**config.mk**
```make
export PLATFORM = sky130hd
export DESIGN_NAME = ssc_seq_ctrl
export DESIGN_NICKNAME = d
export VERILOG_FILES = /design/src/ssc_pkg.sv /design/src/ssc_seq_ctrl.sv /design/src/ssc_trig_sync.sv
export VERILOG_INCLUDE_DIRS = /design/src
export SDC_FILE = /design/constraint.sdc
export NUM_CORES = 1
export LEC_CHECK = 0
export ABC_AREA = 1
export BUFFER_PORTS_ARGS = -buffer_cell sky130_fd_sc_hd__buf_2
export CORE_ASPECT_RATIO = 0.6
export CORE_MARGIN = 4
export CORE_UTILIZATION = 30
export DETAILED_ROUTE_END_ITERATION = 10
export GPL_TIMING_DRIVEN = 0
export PLACE_DENSITY = 0.41
export SKIP_LAST_GASP = 1
export SYNTH_ARGS = -nofsm -noshare
export SYNTH_HDL_FRONTEND = slang
export SYNTH_SLANG_ARGS = --single-unit
```
**constraint.sdc**
```tcl
create_clock -name clk_sys -period 5.2 [get_ports clk_sys]
set_input_delay 1.04 -clock clk_sys [delete_from_list [all_inputs] [get_ports clk_sys]]
set_output_delay 1.04 -clock clk_sys [all_outputs]
set_load 0.05 [all_outputs]
```
**src/ssc_regs.svh**
```systemverilog
// Register offsets, field positions, reset values and timing counts of the
// sequence start/stop control block.
// Assumes a 4-bit register address and 8-bit register data.
`ifndef SSC_REGS_SVH
`define SSC_REGS_SVH

// ****************************************************************
// Register offsets
// ****************************************************************
`define SSC_ADDR_CTRL     4'h0
`define SSC_ADDR_FRAME_REPEAT_COUNT 4'h1
`define SSC_ADDR_REFRESH_INTERVAL  4'h2
`define SSC_ADDR_STATUS   4'h3
`define SSC_ADDR_INTMASK  4'h4
`define SSC_ADDR_TRANSFERRED_BYTE_COUNT  4'h5

// ****************************************************************
// Field positions
// ****************************************************************
`define SSC_CTRL_START    7
`define SSC_CTRL_STOPNOW  6
`define SSC_CTRL_STOPSEQ  5
`define SSC_CTRL_TRIGEN   3
`define SSC_CTRL_ACTIVE   0
`define SSC_STAT_SEQDONE  7
`define SSC_STAT_LOOPDONE 6

// ****************************************************************
// Reset values
// ****************************************************************
`define SSC_RST_FRAME_REPEAT_COUNT  8'h01
`define SSC_RST_REFRESH_INTERVAL   8'h10
`define SSC_RST_INTMASK   8'h00

// ****************************************************************
// Timing
// ****************************************************************
`define SSC_CLK_NS        10
`define SSC_TICK_NS       1000
`define SSC_TICK_CYC      (`SSC_TICK_NS / `SSC_CLK_NS)

`endif

```
**src/ssc_pkg.sv**
```systemverilog
// Types shared by the sequence start/stop control block.
// Assumes nothing of its surroundings.
package ssc_pkg;

  typedef enum logic [2:0] {
    SSC_IDLE     = 3'b000,
    SSC_ACTIVE   = 3'b001,
    SSC_STOPPING = 3'b011,
    SSC_LOOPIDLE = 3'b010,
    SSC_LOOPACT  = 3'b110
  } ssc_state_t;

  // Commands to the serial byte engine
  typedef struct packed {
    logic start;
    logic stopReq;
    logic nackNext;
  } ssc_eng_cmd_t;

  // Reports from the serial byte engine
  typedef struct packed {
    logic byteDone;
    logic rdXfer;
    logic stopDone;
  } ssc_eng_sts_t;

endpackage

```
**src/ssc_seq_ctrl.sv**
```systemverilog
// Start/stop control of one sequence channel.
// Assumes a serial byte engine that emits START, runs the stored sequence
// and reports bytes and STOP; a host on the plain register port.
//
// Decided for this implementation: the plain strobed port and the address map.
`timescale 1ns/1ps
`default_nettype none
`include "ssc_regs.svh"
module ssc_seq_ctrl #(
  parameter int TICK_CYC = `SSC_TICK_CYC
) (
  input  wire logic                  clk_sys,
  input  wire logic                  rst_n,
  input  wire logic [3:0]            regAddr,
  input  wire logic [7:0]            regWdata,
  input  wire logic                  regWr,
  input  wire logic                  regRd,
  output logic      [7:0]            regRdata,
  input  wire logic                  trigPin,
  input  wire ssc_pkg::ssc_eng_sts_t engSts,
  output ssc_pkg::ssc_eng_cmd_t      engCmd,
  output logic                       irq
);

  // ****************************************************************
  // Declarations
  // ****************************************************************
  ssc_pkg::ssc_state_t state;
  ssc_pkg::ssc_state_t next_state;
  logic [7:0]          frame_repeat_count;
  logic [7:0]          refresh_interval;
  logic [7:0]          intMask;
  logic [7:0]          byteCount;
  logic [7:0]          byteRun;
  logic [7:0]          framesLeft;
  logic [7:0]          tickCnt;
  logic [7:0]          ticksDone;
  logic                tick;
  logic                timerDue;
  logic                seqDone;
  logic                loopDone;
  logic                startBit;
  logic                trigMode;
  logic                fldOnStop;
  logic                endAfterFrame;
  logic                trigEdge;
  logic                wrCtrl;
  logic                rdStatus;
  logic                stopNow;
  logic                stopSeq;
  logic                launch;
  logic                frameGo;
  logic                stopIssue;
  logic                setSd;
  logic                setFld;

  function automatic logic hit(input logic [3:0] a, input logic [3:0] b);
    return a == b;
  endfunction

  ssc_trig_sync uTrig (
    .clk_sys  (clk_sys),
    .rst_n    (rst_n),
    .trigPin  (trigPin),
    .trigEdge (trigEdge)
  );

  // ****************************************************************
  // Write and status-read decode
  // ****************************************************************
  assign wrCtrl   = regWr && hit(regAddr, `SSC_ADDR_CTRL);
  assign rdStatus = regRd && hit(regAddr, `SSC_ADDR_STATUS);
  // Stop bits count only while the start bit stands
  assign stopNow  = wrCtrl && startBit && regWdata[`SSC_CTRL_STOPNOW];
  // Immediate stop masks stop-after-frame in the same write
  assign stopSeq  = wrCtrl && startBit && !regWdata[`SSC_CTRL_STOPNOW]
                    && regWdata[`SSC_CTRL_STOPSEQ];
  // Start is only heard while idle
  assign launch   = wrCtrl && (state == ssc_pkg::SSC_IDLE)
                    && regWdata[`SSC_CTRL_START];

  // ****************************************************************
  // Sequence state machine
  // ****************************************************************
  always_comb begin
    next_state = state;
    frameGo    = 1'b0;
    stopIssue  = 1'b0;
    setSd      = 1'b0;
    setFld     = 1'b0;
    unique case (state)
      ssc_pkg::SSC_IDLE: begin
        if (launch) begin
          if (regWdata[`SSC_CTRL_TRIGEN]) begin
            next_state = ssc_pkg::SSC_LOOPIDLE;
          end else if (frame_repeat_count == 8'h01) begin
            next_state = ssc_pkg::SSC_ACTIVE;
            frameGo    = 1'b1;
          end else begin
            next_state = ssc_pkg::SSC_LOOPACT;
            frameGo    = 1'b1;
          end
        end
      end
      ssc_pkg::SSC_ACTIVE: begin
        if (stopNow) begin
          next_state = ssc_pkg::SSC_STOPPING;
          stopIssue  = 1'b1;
        end else if (engSts.stopDone) begin
          next_state = ssc_pkg::SSC_IDLE;
          setSd      = 1'b1;
        end
      end
      ssc_pkg::SSC_STOPPING: begin
        if (engSts.stopDone) begin
          next_state = ssc_pkg::SSC_IDLE;
          setSd      = 1'b1;
          setFld     = fldOnStop;
        end
      end
      ssc_pkg::SSC_LOOPIDLE: begin
        if (stopNow || stopSeq) begin
          // Nothing on the wire between frames, so stop at once
          next_state = ssc_pkg::SSC_IDLE;
          setSd      = 1'b1;
          setFld     = 1'b1;
        end else if (trigMode ? trigEdge : timerDue) begin
          next_state = ssc_pkg::SSC_LOOPACT;
          frameGo    = 1'b1;
        end
      end
      ssc_pkg::SSC_LOOPACT: begin
        if (trigMode && (stopNow || stopSeq)) begin
          next_state = ssc_pkg::SSC_IDLE;
          stopIssue  = 1'b1;
          setSd      = 1'b1;
          setFld     = 1'b1;
        end else if (stopNow) begin
          next_state = ssc_pkg::SSC_STOPPING;
          stopIssue  = 1'b1;
        end else if (engSts.stopDone) begin
          if (endAfterFrame || (!trigMode && framesLeft == 8'h01)) begin
            next_state = ssc_pkg::SSC_IDLE;
            setSd      = 1'b1;
            setFld     = 1'b1;
          end else begin
            next_state = ssc_pkg::SSC_LOOPIDLE;
          end
        end
      end
    endcase
  end

  always_ff @(posedge clk_sys) begin
    if (!rst_n) begin
      state <= ssc_pkg::SSC_IDLE;
    end else begin
      state <= next_state;
    end
  end

  // ****************************************************************
  // Loop bookkeeping
  // ****************************************************************
  always_ff @(posedge clk_sys) begin
    if (!rst_n) begin
      startBit      <= 1'b0;
      trigMode      <= 1'b0;
      fldOnStop     <= 1'b0;
      endAfterFrame <= 1'b0;
      framesLeft    <= 8'h00;
    end else begin
      if (launch) begin
        startBit      <= 1'b1;
        trigMode      <= regWdata[`SSC_CTRL_TRIGEN];
        endAfterFrame <= 1'b0;
        framesLeft    <= frame_repeat_count;
      end else if (next_state == ssc_pkg::SSC_IDLE) begin
        startBit <= 1'b0;
      end
      if (stopIssue) begin
        fldOnStop <= (state == ssc_pkg::SSC_LOOPACT);
      end
      if (stopSeq && state == ssc_pkg::SSC_LOOPACT && !trigMode) begin
        endAfterFrame <= 1'b1;
      end
      // A count of zero loops until stopped
      if (engSts.stopDone && state == ssc_pkg::SSC_LOOPACT
          && framesLeft != 8'h00) begin
        framesLeft <= framesLeft - 8'h01;
      end
    end
  end

  // ****************************************************************
  // Interval timer, one tick per microsecond
  // ****************************************************************
  always_ff @(posedge clk_sys) begin
    if (!rst_n) begin
      tickCnt <= 8'h00;
      tick    <= 1'b0;
    end else begin
      tick    <= (tickCnt == 8'(TICK_CYC - 1));
      tickCnt <= (tickCnt == 8'(TICK_CYC - 1)) ? 8'h00 : tickCnt + 8'h01;
    end
  end

  // Period runs from each frame's START; a late frame starts on finish
  always_ff @(posedge clk_sys) begin
    if (!rst_n) begin
      ticksDone <= 8'h00;
      timerDue  <= 1'b0;
    end else if (frameGo) begin
      ticksDone <= 8'h00;
      timerDue  <= 1'b0;
    end else if (tick && !timerDue) begin
      ticksDone <= ticksDone + 8'h01;
      timerDue  <= (ticksDone + 8'h01 >= refresh_interval);
    end
  end

  // ****************************************************************
  // Engine commands and byte count
  // ****************************************************************
  always_ff @(posedge clk_sys) begin
    if (!rst_n) begin
      engCmd <= '0;
    end else begin
      engCmd.start <= frameGo;
      if (stopIssue) begin
        engCmd.stopReq <= 1'b1;
      end else if (engSts.stopDone) begin
        engCmd.stopReq <= 1'b0;
      end
      // Read in flight: take one more byte and answer it with NACK
      engCmd.nackNext <= (stopIssue || engCmd.stopReq) && engSts.rdXfer
                         && !engSts.stopDone;
    end
  end

  always_ff @(posedge clk_sys) begin
    if (!rst_n) begin
      byteRun   <= 8'h00;
      byteCount <= 8'h00;
    end else begin
      if (frameGo) begin
        byteRun <= 8'h00;
      end else if (engSts.byteDone) begin
        byteRun <= byteRun + 8'h01;
      end
      if (engSts.stopDone) begin
        byteCount <= byteRun + {7'h00, engSts.byteDone};
      end
    end
  end

  // ****************************************************************
  // Registers, status and interrupt
  // ****************************************************************
  always_ff @(posedge clk_sys) begin
    if (!rst_n) begin
      frame_repeat_count <= `SSC_RST_FRAME_REPEAT_COUNT;
      refresh_interval  <= `SSC_RST_REFRESH_INTERVAL;
      intMask  <= `SSC_RST_INTMASK;
    end else if (regWr) begin
      if (hit(regAddr, `SSC_ADDR_FRAME_REPEAT_COUNT) && !startBit) begin
        frame_repeat_count <= regWdata;
      end
      if (hit(regAddr, `SSC_ADDR_REFRESH_INTERVAL)) begin
        refresh_interval <= regWdata;
      end
      if (hit(regAddr, `SSC_ADDR_INTMASK)) begin
        intMask <= regWdata;
      end
    end
  end

  // A set in the clearing cycle wins over the read clear
  always_ff @(posedge clk_sys) begin
    if (!rst_n) begin
      seqDone  <= 1'b0;
      loopDone <= 1'b0;
    end else begin
      seqDone  <= setSd || (seqDone && !rdStatus);
      loopDone <= setFld || (loopDone && !rdStatus);
    end
  end

  always_ff @(posedge clk_sys) begin
    if (!rst_n) begin
      irq      <= 1'b0;
      regRdata <= 8'h00;
    end else begin
      irq <= (seqDone && intMask[`SSC_STAT_SEQDONE])
             || (loopDone && intMask[`SSC_STAT_LOOPDONE]);
      regRdata <= 8'h00;
      if (regRd) begin
        unique case (regAddr)
          `SSC_ADDR_CTRL: begin
            regRdata[`SSC_CTRL_START]  <= startBit;
            regRdata[`SSC_CTRL_TRIGEN] <= trigMode;
            regRdata[`SSC_CTRL_ACTIVE] <= (state != ssc_pkg::SSC_IDLE);
          end
          `SSC_ADDR_FRAME_REPEAT_COUNT: regRdata <= frame_repeat_count;
          `SSC_ADDR_REFRESH_INTERVAL:  regRdata <= refresh_interval;
          `SSC_ADDR_STATUS: begin
            regRdata[`SSC_STAT_SEQDONE]  <= seqDone;
            regRdata[`SSC_STAT_LOOPDONE] <= loopDone;
          end
          `SSC_ADDR_INTMASK:  regRdata <= intMask;
          `SSC_ADDR_TRANSFERRED_BYTE_COUNT:  regRdata <= byteCount;
          default:            regRdata <= 8'h00;
        endcase
      end
    end
  end
endmodule
`default_nettype wire

```
**src/ssc_trig_sync.sv**
```systemverilog
// Three-stage synchroniser and edge finder for the trigger pin.
// Assumes the pin is asynchronous to clk_sys.
`timescale 1ns/1ps
`default_nettype none
module ssc_trig_sync (
  input  wire logic clk_sys,
  input  wire logic rst_n,
  input  wire logic trigPin,
  output logic      trigEdge
);
  logic stage1;
  logic stage2;
  logic stage3;
  logic level;

  // A change counts only once the second and third stages agree, so a
  // one-cycle glitch that never settles yields no edge
  always_ff @(posedge clk_sys) begin
    if (!rst_n) begin
      stage1   <= 1'b0;
      stage2   <= 1'b0;
      stage3   <= 1'b0;
      level    <= 1'b0;
      trigEdge <= 1'b0;
    end else begin
      stage1   <= trigPin;
      stage2   <= stage1;
      stage3   <= stage2;
      trigEdge <= stage2 & stage3 & ~level;
      if (stage2 == stage3) begin
        level <= stage3;
      end
    end
  end
endmodule
`default_nettype wire

```
==> results.ini <==
[run_status]
status=complete, no violations

[finish]
layout_common_cells=nand2_1, dfxtp_1, inv_1
drive_gt1_frac=0.0944
final_common_cell=nand2_1
layout.nets=678
n_antenna_cell=0
synthToLayoutAreaGrowth_pct=16.1
nFillCells=1564

[yosys]
syn_nets=639
yosys.area_share.simple=0.238
synth.area.mux_share=0.00226
ys_seq_area_frac=0.415
synth_xor_area_frac=0.0316
ys_types=35
synthTopCellsByArea=dfxtp_1, nand2_1, inv_1
avgSynthCellArea_um2=7.37
synthAdderAreaFrac=0.0480
synth_warnings=0
synth_top_family_by_area=simple AND/OR/NAND/NOR gates
yosysTopAreaCellShare=0.415
yosys_register_bits=92
async_reset_ff_frac=0
synth_compound_area_frac=0.173
synth_ff_type=dfxtp_1
synthesis.area_um2=4440
synthCells=602
synth_top_area_cell=dfxtp_1
synth-edff-count=0

[worst_hold_path]
hold_path_depth=1
min_path_type=register to register
min-delay-start=uTrig.level$_SDFFE_PN0N_
hold_end=uTrig.trigEdge$_SDFF_PN0_

[grt]
grt_pass1_vias=3675
track_usage=0.159
antenna_found_initial=0
grt_max_degree=16
grt_pass1_wl_um=20200
overflow=0

[sta]
fmax_mhz=410
tns_ns=0
clock_skew_ns=0.00789
final-hold-violation-count=0
slew_viol_final=0
slew_headroom=0.318
finalCritPeriodShare=0.469
worst_pin_slew_ns=1.02
rsz0062_at_grt=false
finalSetupViolations=0
final.min_clock_period_ns=2.44

[clock_tree]
clkSinkCount=92
clkLatencyLatePin_ns=0.34
clockBufferDepth=2
h-tree-depth=3
post_cts_buffers=0
clk_pin_slew_worst_paths_ns=0.07
cts_hold_buf=0
cts_tree=built
ctsResizeCount=0
cts_made_buffers=9
root_buffer=clkbuf_16

[placement]
portBuffers=28
hpwl_um=10300
gp_congestion=0.854

[floorplanning]
core_um2=14500
die_h_um=102
pin_count=32
rows=34
dieArea_um2=16900
fp.dieW_um=165
start_util=0.307

[setup_path]
crit_type=primary input to register
reg2reg_setup_slack_ns=2.94
cp.buffers_inverters=2
cp_top_family=simple AND/OR/NAND/NOR gates
worstPathRequired_ns=5.47
r2r_start=ticksDone[0]$_SDFFE_PP0P_
critPathArrivalTime_ns=2.71
start_kind=primary input
cpPeakStageDelay_ns=0.41
timing.critical_path.mode_cell=o21ai_0
end_kind=register
worstPathMaxFanout=9
crit_chain=buf_2, nor2_4, nand2_2, nor3_4, inv_1, o21ai_0, o21ai_0, a21oi_1
rr_endpoint=timerDue$_SDFFE_PP0P_
reg2regPathDepth=13
crit_cells=8
crit_slowest_cell=nor3_4

[routing]
detail-route-antenna-nets=0
routedWlPerCell_um=15.4
first_pass_iters=5
via_per_inst=4.80
drt_iter0_markers=296
wl_um=13000
num_vias=4052
route.detailed.drc=0

[job]
cap_violations=0

[power_and_ir_drop]
leakage_uw=0.00213
finalPower_uw=1550
power.density_nw_per_um2=302
ir_drop_mv=0.133

## worst max path at each step
stage / startpoint / end / slack [ns]
floorplan: regAddr[3] / frame_repeat_count[1]$_SDFFE_PN0P_ / 2.99
global placement: regAddr[3] / ticksDone[2]$_SDFFE_PP0P_ / 2.41
detailed placement: regAddr[3] / ticksDone[0]$_SDFFE_PP0P_ / 2.40
CTS: regAddr[3] / ticksDone[1]$_SDFFE_PP0P_ / 2.77
global route: regAddr[3] / frame_repeat_count[1]$_SDFFE_PN0P_ / 2.62
finish: regAddr[3] / framesLeft[3]$_SDFFE_PN0P_ / 2.76
## registers in the layout, indices dropped and copies added, names as in the netlist, 3 cells and up
signal and flops:
byteCount 8, framesLeft 8, refresh_interval 8, state 3, regRdata 8, byteRun 8
engCmd 3, ticksDone 8, tickCnt 8, intMask 8, frame_repeat_count 8
## worst register-to-register path, cell delays in order (launching register included)
cell and delay (ns):
dfxtp_1 0.42, nand3_1 0.14, inv_1 0.10, nand4_1 0.12
nor2_1 0.14, xor2_1 0.20, inv_1 0.07, ha_1 0.29
nand2_1 0.08, nor2_1 0.16, nand4_1 0.11, o2111ai_1 0.11
nand2_1 0.11, a21oi_1 0.13
## cell usage after synthesis, types with 2 or more instances
cell type	number
a221oi_1	8
and3_1	2
inv_2	2
o21a_1	2
nand2_1	101
a21oi_1	59
o22ai_1	8
xor2_1	13
inv_1	90
buf_2	3
nor2_1	60
ha_1	17
a211oi_1	5
dfxtp_1	92
nor3_1	5
nand3_1	38
nor3b_1	5
nand4_1	10
xnor2_1	3
nor3_4	3
nor2_4	3
o211ai_1	5
o21ai_0	43
clkbuf_1	9
a31oi_1	5
or2_2	2
## per-stage QoR
| step | instance area [um^2] | instances | utilization | hold slack (ns) | worst slack (ns) |
|---|---|---|---|---|---|
| global route | 5150 | 844 | 0.356 | 0.434 | 2.62 |
| CTS | 5150 | 844 | 0.356 | 0.415 | 2.77 |
| detailed placement | 4820 | 828 | 0.333 | 0.404 | 2.40 |
| finish | 5150 | 844 | 0.356 | 0.415 | 2.76 |
| global placement | 4820 | 828 | 0.333 | 0.404 | 2.41 |
| floorplan | 4440 | 602 | - | 0.390 | 2.99 |
## kinds of logic after synthesis
logic type      Yosys count
buf+inv                 106
fa+ha+maj                17
compound gates          137
flops                    92
xor+xnor                 16
simple gates            233
mux                       1
## power by group
part	internal, uW	switching (uW)
Clock	437	288
Sequential	718	11.2
Combinational	28.9	70.8
## area by class of cell
class | count | area, um^2 | area share
clock buffers | 11 | 243 | 0.0471
inverters | 93 | 349 | 0.0678
flip-flops and latches | 92 | 1840 | 0.358
plain buffers | 13 | 56.3 | 0.0109
multi-input cells | 404 | 2190 | 0.425
clock inverters | 5 | 83.8 | 0.0163
well taps | 198 | 248 | 0.0481
repair buffers | 28 | 140 | 0.0272
## per-layer routing
| metal | share of wire | up-vias | global-route usage |
|---|---|---|---|
| li1 | - | 2062 | - |
| met2 | 0.36 | 109 | 0.204 |
| met3 | 0.081 | 6 | 0.0447 |
| met4 | 0.0066 | 0 | 0.0345 |
| met1 | 0.55 | 1875 | 0.256 |
| met5 | 0 | - | 0 |
Note: power is estimated with default switching activity, not from simulation.
